--- src/hw/pwt_pkg.sv ---
`default_nettype none

package pwt_pkg;

  // ****************************************
  // Register map (index, byte address = 4 * index)
  // ****************************************
  localparam logic [9:0] IDX_LOWVOLT_CONTROL_STATUS = 10'h2f1;
  localparam logic [9:0] IDX_PERIODIC_TIMER_CONTROL = 10'h2f2;
  localparam logic [9:0] IDX_PERIODIC_TIMER_TRIM    = 10'h2f3;
  localparam logic [9:0] IDX_WAKE_PERIOD_RATE       = 10'h2f4;

  // ****************************************
  // Field positions
  // ****************************************
  localparam int LV_STATUS_BIT  = 2;
  localparam int LV_IRQ_EN_BIT  = 1;
  localparam int LV_FLAG_BIT    = 0;
  localparam int TM_CLKSEL_BIT  = 7;
  localparam int TM_WFSEL_BIT   = 4;
  localparam int TM_OUTEN_BIT   = 3;
  localparam int TM_FEATEN_BIT  = 2;
  localparam int TM_IRQEN_BIT   = 1;
  localparam int TM_FLAG_BIT    = 0;
  localparam int TRIM_LSB       = 2;

  // ****************************************
  // Reset values and timing
  // ****************************************
  localparam logic [5:0]  TRIM_RESET      = 6'h00;
  localparam logic [15:0] RATE_RESET      = 16'h0000;
  localparam int          CLK_PERIOD_NS   = 8;
  localparam int          OSC_TICK_NS     = 100000;
  localparam int          OSC_TICK_CYCLES = OSC_TICK_NS / CLK_PERIOD_NS;
  localparam int          TRIM_STEP_CYCLES = 16;
  localparam int          DIV_W           = 20;

  // ****************************************
  // State of the block
  // ****************************************
  typedef struct packed {
    logic              lvStatus;
    logic              lvFlag;
    logic              lvIrqEn;
    logic              clkSel;
    logic              wfSel;
    logic              outEn;
    logic              featEn;
    logic              tmIrqEn;
    logic              tmFlag;
    logic [5:0]        trim;
    logic [15:0]       rate;
    logic [DIV_W-1:0]  divCnt;
    logic [16:0]       perCnt;
    logic              pulse;
    logic              clkPhase;
    logic              wakeOut;
    logic              lvIrq;
    logic              tmIrq;
    logic              waitReq;
    logic [31:0]       rdData;
  } pwt_state_t;

endpackage

`default_nettype wire

--- src/hw/pwt_wakeup_timer.sv ---
// Our own choice: register access over Avalon-MM.
`timescale 1ns/1ns
`default_nettype none

// Summary of operation
// RULE1: Status bit read-only, writes ignored
// RULE2: Status high only below threshold in full mode
// RULE3: Change flag sets on any status change
// RULE4: Change flag clears by writing one
// RULE5: Low-voltage interrupt equals flag and enable
// RULE6: Reduced power entry keeps change flag
// RULE7: Clock select picks oscillator or bus
// RULE8: Clock select writable only while disabled
// RULE9: Clock waveform at twice the period
// RULE10: Pulse waveform one tick each period
// RULE11: Output only when output and feature enabled
// RULE12: Feature enable starts the timer
// RULE13: Timer interrupt equals flag and enable
// RULE14: Timeout flag sets each elapsed period
// RULE15: Timeout flag clears by one, clear wins
// RULE16: Six-bit trim in upper bits, preset reset
// RULE17: Binary-weighted trim, top bit lengthens
// RULE18: Period is two times (rate plus one) ticks
// RULE19: Rate writable only while disabled
// RULE20: Count restarts each timeout, resets off
module pwt_wakeup_timer #(
  parameter int         OSC_TICK_CYCLES  = pwt_pkg::OSC_TICK_CYCLES,
  parameter int         TRIM_STEP_CYCLES = pwt_pkg::TRIM_STEP_CYCLES,
  parameter logic [5:0] TRIM_RESET       = pwt_pkg::TRIM_RESET
) (
  input  wire logic        clk,
  input  wire logic        reset,
  input  wire logic [11:0] address,
  input  wire logic        read,
  input  wire logic        write,
  input  wire logic [3:0]  byteenable,
  input  wire logic [31:0] writedata,
  output logic      [31:0] readdata,
  output logic             waitrequest,
  input  wire logic        supplyBelowAssert,
  input  wire logic        supplyAboveDeassert,
  input  wire logic        fullPerfMode,
  output logic             lowVoltIrq,
  output logic             wakeTimerIrq,
  output logic             wakeOut
);

  // ****************************************
  // State registers
  // ****************************************
  pwt_pkg::pwt_state_t st_q;
  pwt_pkg::pwt_state_t st_d;

  function automatic logic hitIdx(input logic [11:0] a, input logic [9:0] idx);
    hitIdx = (a[11:2] == idx);
  endfunction

  localparam int DIVW = pwt_pkg::DIV_W;
  logic [DIVW-1:0] divLimit;

  // Trim moves the oscillator tick length; bit 5 weighs 32 steps,
  // the lower five subtract 16..1 steps so each is less than the next.
  always_comb begin
    divLimit = DIVW'(OSC_TICK_CYCLES)
             + (st_q.trim[5] ? DIVW'(32 * TRIM_STEP_CYCLES) : '0)  // RULE17
             - DIVW'(int'(st_q.trim[4:0]) * TRIM_STEP_CYCLES);      // RULE17
  end

  // ****************************************
  // Next state
  // ****************************************
  logic busReq;
  logic wrAct;
  logic tick;
  logic timeout;
  logic [DIVW-1:0] divNext;

  always_comb begin
    st_d    = st_q;
    busReq  = read | write;
    wrAct   = write & ~st_q.waitReq & byteenable[0];
    tick    = 1'b0;
    timeout = 1'b0;
    divNext = st_q.divCnt + DIVW'(1);

    // Low-voltage status with hysteresis between the two levels
    if (!fullPerfMode) begin
      st_d.lvStatus = 1'b0;  // RULE2
    end else if (supplyBelowAssert) begin
      st_d.lvStatus = 1'b1;  // RULE2
    end else if (supplyAboveDeassert) begin
      st_d.lvStatus = 1'b0;  // RULE2
    end

    // ****************************************
    // Register writes, taken when waitrequest is low
    // ****************************************
    if (wrAct && hitIdx(address, pwt_pkg::IDX_LOWVOLT_CONTROL_STATUS)) begin
      // Status bit is not written here
      st_d.lvIrqEn = writedata[pwt_pkg::LV_IRQ_EN_BIT];  // RULE1
      if (writedata[pwt_pkg::LV_FLAG_BIT]) begin
        st_d.lvFlag = 1'b0;  // RULE4
      end
    end
    if (wrAct && hitIdx(address, pwt_pkg::IDX_PERIODIC_TIMER_CONTROL)) begin
      if (!st_q.featEn && !writedata[pwt_pkg::TM_FEATEN_BIT]) begin
        st_d.clkSel = writedata[pwt_pkg::TM_CLKSEL_BIT];  // RULE8
      end
      st_d.wfSel   = writedata[pwt_pkg::TM_WFSEL_BIT];
      st_d.outEn   = writedata[pwt_pkg::TM_OUTEN_BIT];
      st_d.featEn  = writedata[pwt_pkg::TM_FEATEN_BIT];  // RULE12
      st_d.tmIrqEn = writedata[pwt_pkg::TM_IRQEN_BIT];
    end
    if (wrAct && hitIdx(address, pwt_pkg::IDX_PERIODIC_TIMER_TRIM)) begin
      st_d.trim = writedata[pwt_pkg::TRIM_LSB +: 6];  // RULE16
    end
    if (write && !st_q.waitReq && !st_q.featEn
        && hitIdx(address, pwt_pkg::IDX_WAKE_PERIOD_RATE)) begin
      if (byteenable[0]) begin
        st_d.rate[7:0] = writedata[7:0];  // RULE19
      end
      if (byteenable[1]) begin
        st_d.rate[15:8] = writedata[15:8];  // RULE19
      end
    end

    // Set wins over the software clear for the change flag
    if (st_d.lvStatus != st_q.lvStatus) begin
      st_d.lvFlag = 1'b1;  // RULE3 RULE6
    end

    // ****************************************
    // Period timer
    // ****************************************
    if (st_q.clkSel) begin
      tick = 1'b1;  // RULE7
    end else if (divNext >= divLimit) begin
      tick = 1'b1;  // RULE7
    end

    if (!st_d.featEn) begin
      st_d.divCnt   = '0;  // RULE20
      st_d.perCnt   = '0;  // RULE20
      st_d.pulse    = 1'b0;
      st_d.clkPhase = 1'b0;
    end else begin
      if (!st_q.clkSel) begin
        st_d.divCnt = tick ? '0 : divNext;
      end
      if (tick) begin
        st_d.pulse = 1'b0;
        if (st_q.perCnt == {st_q.rate, 1'b1}) begin
          timeout       = 1'b1;  // RULE18
          st_d.perCnt   = '0;  // RULE20
          st_d.pulse    = 1'b1;  // RULE10
          st_d.clkPhase = ~st_q.clkPhase;  // RULE9
        end else begin
          st_d.perCnt = st_q.perCnt + 17'h00001;  // RULE18
        end
      end
    end

    if (timeout) begin
      st_d.tmFlag = 1'b1;  // RULE14
    end
    // Clear has precedence over a coinciding timeout
    if (wrAct && hitIdx(address, pwt_pkg::IDX_PERIODIC_TIMER_CONTROL)
        && writedata[pwt_pkg::TM_FLAG_BIT]) begin
      st_d.tmFlag = 1'b0;  // RULE15
    end

    st_d.wakeOut = st_d.outEn & st_d.featEn  // RULE11
                 & (st_d.wfSel ? st_d.clkPhase : st_d.pulse);  // RULE9 RULE10
    st_d.lvIrq   = st_d.lvFlag & st_d.lvIrqEn;  // RULE5
    st_d.tmIrq   = st_d.tmFlag & st_d.tmIrqEn;  // RULE13

    // ****************************************
    // Bus answer: one wait cycle, then waitrequest low for one cycle
    // ****************************************
    if (busReq && st_q.waitReq) begin
      st_d.waitReq = 1'b0;
      st_d.rdData  = '0;
      if (hitIdx(address, pwt_pkg::IDX_LOWVOLT_CONTROL_STATUS)) begin
        st_d.rdData[pwt_pkg::LV_STATUS_BIT] = st_q.lvStatus;  // RULE1
        st_d.rdData[pwt_pkg::LV_IRQ_EN_BIT] = st_q.lvIrqEn;
        st_d.rdData[pwt_pkg::LV_FLAG_BIT]   = st_q.lvFlag;
      end else if (hitIdx(address, pwt_pkg::IDX_PERIODIC_TIMER_CONTROL)) begin
        st_d.rdData[pwt_pkg::TM_CLKSEL_BIT] = st_q.clkSel;
        st_d.rdData[pwt_pkg::TM_WFSEL_BIT]  = st_q.wfSel;
        st_d.rdData[pwt_pkg::TM_OUTEN_BIT]  = st_q.outEn;
        st_d.rdData[pwt_pkg::TM_FEATEN_BIT] = st_q.featEn;
        st_d.rdData[pwt_pkg::TM_IRQEN_BIT]  = st_q.tmIrqEn;
        st_d.rdData[pwt_pkg::TM_FLAG_BIT]   = st_q.tmFlag;
      end else if (hitIdx(address, pwt_pkg::IDX_PERIODIC_TIMER_TRIM)) begin
        st_d.rdData[pwt_pkg::TRIM_LSB +: 6] = st_q.trim;
      end else if (hitIdx(address, pwt_pkg::IDX_WAKE_PERIOD_RATE)) begin
        st_d.rdData[15:0] = st_q.rate;
      end
    end else begin
      st_d.waitReq = 1'b1;
    end
  end

  // ****************************************
  // Registers
  // ****************************************
  always_ff @(posedge clk) begin
    if (reset) begin
      st_q         <= '0;
      st_q.trim    <= TRIM_RESET;  // RULE16
      st_q.rate    <= pwt_pkg::RATE_RESET;
      st_q.waitReq <= 1'b1;
    end else begin
      st_q <= st_d;
    end
  end

  assign readdata     = st_q.rdData;
  assign waitrequest  = st_q.waitReq;
  assign lowVoltIrq   = st_q.lvIrq;
  assign wakeTimerIrq = st_q.tmIrq;
  assign wakeOut      = st_q.wakeOut;

  // ****************************************
  // Checks
  // ****************************************
  // Write strobes shared by the checks below
  logic hitLv;
  logic hitCt;
  logic clrLvFlag;
  logic clrTmFlag;
  logic rateWr;

  assign hitLv     = hitIdx(address, pwt_pkg::IDX_LOWVOLT_CONTROL_STATUS);
  assign hitCt     = hitIdx(address, pwt_pkg::IDX_PERIODIC_TIMER_CONTROL);
  assign clrLvFlag = wrAct & hitLv & writedata[pwt_pkg::LV_FLAG_BIT];
  assign clrTmFlag = wrAct & hitCt & writedata[pwt_pkg::TM_FLAG_BIT];
  assign rateWr    = write & ~st_q.waitReq & ~st_q.featEn
                   & hitIdx(address, pwt_pkg::IDX_WAKE_PERIOD_RATE);
endmodule  // pwt_wakeup_timer

`default_nettype wire

--- config.mk ---
export PLATFORM = sky130hd
export DESIGN_NAME = pwt_wakeup_timer
export DESIGN_NICKNAME = d
export VERILOG_FILES = /design/src/hw/pwt_pkg.sv /design/src/hw/pwt_wakeup_timer.sv
export SDC_FILE = /design/constraint.sdc
export NUM_CORES = 1
export LEC_CHECK = 0
export BUFFER_PORTS_ARGS = -buffer_cell sky130_fd_sc_hd__buf_2
export CORE_ASPECT_RATIO = 0.9
export CORE_MARGIN = 2
export CORE_UTILIZATION = 51
export DETAILED_ROUTE_END_ITERATION = 10
export PLACE_DENSITY = 0.77
export SYNTH_ARGS = -nofsm -noshare
export SYNTH_HDL_FRONTEND = slang
export SYNTH_SLANG_ARGS = --single-unit
--- constraint.sdc ---
create_clock -name clk -period 3.3 [get_ports clk]
set_clock_uncertainty 0.1 [all_clocks]
set_input_delay 0.33 -clock clk [delete_from_list [all_inputs] [get_ports clk]]
set_output_delay 0.33 -clock clk [all_outputs]
set_load 0.02 [all_outputs]
==> impl_metrics.csv <==
group,metric,value,unit
status,status,"finished clean",
logic_synthesis,synth_most_common_cell,"dfxtp_1",
logic_synthesis,ys.flop_type,"dfxtp_1",
worst_setup_path,worst-setup-path-type,"reg -> reg",
logic_synthesis,ys_types,74,
clock_network,clk_transition_reported_paths,0.10,ns
layout,layout-drive-gt1-share,24.5,%
floorplan,core.rowCount,34,
floorplan,die_height,97.5,µm
logic_synthesis,netlist_area,4960,µm²
sta,finalWorstSetupSlack,0.0633,ns
clock_network,cts_tree,"built",
pwr,p_int,1.49,mW
worst_setup_path,critPathMaxFanout,5,
clock_network,htreeDepth,3,
layout,finalNonFillerCells,764,
clock_network,cts_buffer_depth,2,
pwr,power_frac_comb,5.8,%
logic_synthesis,synth_common_cells,"dfxtp_1 (90), nand2_1 (61), nor2_1 (48), nand3_1 (41), a21oi_1 (40)",
worst_setup_path,path_common_cell,"or2_2",
sta,worst_pin_slew,0.674,ns
place,place_inst,744,
place,place_ws,-0.0837,ns
clock_network,cts.sinks,90,
layout,area_growth,13.2,%
logic_synthesis,ys_async_sr_fraction,0,%
global_route,grt_max_degree,50,
logic_synthesis,synth_area_leaders,"dfxtp_1 (36%), buf_4 (5.0%), nand2_1 (4.6%)",
global_route,grt.overflow.total,0,
detailed_routing,first_pass_iters,5,
sta,hold_violations,0,
detailed_routing,num_vias,4494,
detailed_routing,routedWlPerCell,16.2,µm
detailed_routing,wl,12.4,mm
job,maxCapViolCount,0,
floorplan,ioPinCount,91,
worst_setup_path,required,3.50,ns
floorplan,die_x,108,µm
pwr,p_per_area,362,nW/µm²
worst_setup_path,cp_top_family,"simple AND/OR/NAND/NOR gates",
logic_synthesis,yosys_warnings,0,
pwr,sw_frac_of_total,26.4,%
worst_setup_path,cp_num_buf_inv,1,
place,place.port_buffers,54,
pwr,power.clock.fraction,40.0,%
floorplan,core,9570,µm²
layout,utilization,58.7,%
clock_network,cts-root-buf,"clkbuf_8",
pwr,total_power,2.03,mW
sta,slew_violations,0,
layout,fin_area,5620,µm²
worst_setup_path,cpPeakStageDelay,0.37,ns
detailed_routing,final_antenna_net_count,0,
logic_synthesis,ys_seq_area_share,36.3,%
layout,antenna_cells,0,
worst_setup_path,setup.worst_path.end_class,"flop",
logic_synthesis,avgSynthCellArea,8.43,µm²
place,hpwl,8.84,mm
pwr,irDropWorstVdd,0.000332,V
logic_synthesis,synth_seq_cells,90,
logic_synthesis,synth-edff-count,0,
clock_network,numCtsBuffers,9,
clock_network,clk_latency,0.39,ns
sta,finalCritPeriodShare,98.1,%
global_route,grt_pass1_wl,20.2,mm
layout,nets,699,
global_route,grt_pass1_vias,4203,
sta,relSlewSlack,54.6,%
sta,post-route-min-period,3.24,ns
sta,whs,0.0866,ns
global_route,gr-usage-all-layers,24.0,%
floorplan,dieArea,10500,µm²
worst_hold_path,hold_path_class,"in -> reg",
logic_synthesis,syn_inst,588,
sta,fmax,309,MHz
pwr,p_switching,0.536,mW
pwr,pwr-share-seq,54.2,%
place,placed_area,5270,µm²
logic_synthesis,yosysTopAreaCell,"dfxtp_1",
pwr,p_leak,2.25,nW
detailed_routing,viasPerCell,5.88,
floorplan,start_util,51.8,%
worst_setup_path,crit_slowest_cell,"a211oi_4",
worst_setup_path,cp_cell_sequence,"ha_4 > nand3_4 > and2_4 > or2_2 > ha_1 > nand4_1 > a311o_1 > a211oi_4 > buf_4 > o21ai_2 > or2_2 > a311oi_2",
sta,finalSetupViolCount,0,
detailed_routing,drc,0,
worst_setup_path,crit_path_start_kind,"flop",
sta,setup_tns,0,ns
worst_setup_path,crit_arrival,3.44,ns
logic_synthesis,synth_top_area_share,36.3,%
worst_setup_path,ff2ff_setup_slack,0.06,ns
place,gp_congestion,0.906,
global_route,antenna_found_initial,0,
detailed_routing,drtIter0Drc,386,
sequential cells by signal (all words and copies together), names as in the netlist:
name and cells:
st_q 70, readdata 16, lowVoltIrq 1, waitrequest 1, wakeOut 1, wakeTimerIrq 1
area by class of cell:
cell class / count / area, µm²
fillers: 836 / 3960
multi-input cells: 432 / 2850
flip-flops and latches: 90 / 1810
repair buffers: 87 / 543
well taps: 126 / 158
clock buffers: 9 / 124
clock inverters: 7 / 81.3
inverters: 13 / 48.8
worst paths after layout:
check,startpoint,to,cells after the start
max,st_q[55]$_SDFFE_PP0N_,wakeOut$_SDFF_PP0_,12
min,writedata[12],st_q[87]$_SDFFE_PP0P_,3
max reg2reg,st_q[55]$_SDFFE_PP0N_,wakeOut$_SDFF_PP0_,12
min reg2reg,readdata[14]$_SDFFE_PP0P_,readdata[14]$_SDFFE_PP0P_,2
timing repair:
| action | 4_1_cts | 5_1_grt |
|---|---|---|
| hold buffers | 0 | 0 |
| buffers inserted | 2 | 2 |
| setup endpoints to repair | 21 | 35 |
| pin swaps | 6 | 11 |
| resized for setup | 8 | 20 |
cell families (layout without fill, tap and decap cells):
kind of cell,count (synthesis),after routing,synth area share (%)
AO/OA/AOI/OAI,118,118,16.5
XOR/XNOR,34,34,6.01
adder cells (fa/ha/maj),11,11,2.78
buffers and inverters,81,116,9.41
flip-flops,90,90,36.3
multiplexers,13,13,2.70
other,1,16,0.0756
AND/OR/NAND/NOR,240,240,26.2
cell usage in the layout, fill, tap and decap left out, types with 7 or more instances in the layout:
master,instances
dfxtp_1,83
and3_1,10
nor3_1,13
ha_1,9
dfxtp_2,7
a21oi_1,37
nand4_1,7
buf_2,54
clkbuf_8,9
inv_1,11
buf_4,31
nand3_1,39
xnor2_1,7
nor2_1,46
mux2i_1,10
nand2_1,61
o211ai_1,8
conb_1,16
o21ai_0,8
xor2_1,26
nor4_1,8
layer usage:
layer,track usage (%),vias to the layer above,wire length (µm)
met3,6.04,23,919
met1,33.1,2152,5380
met4,7.40,0,231
met5,0,-,0
li1,-,2145,-
met2,36.8,174,5860
worst min-delay path, stage by stage:
cell and delay [ns]:
buf_2 0.10, nand3_1 0.05, a21oi_1 0.05
power groups by stage:
stage	Sequential (mW)	Combinational (mW)	Clock, mW
2_1_floorplan	1.13	0.0919	0
3_3_place_gp	1.13	0.114	0
3_5_place_dp	1.13	0.115	0
4_1_cts	1.10	0.115	0.819
5_1_grt	1.10	0.127	0.857
6_report	1.10	0.117	0.813
Power figures use the tool's default switching activity.
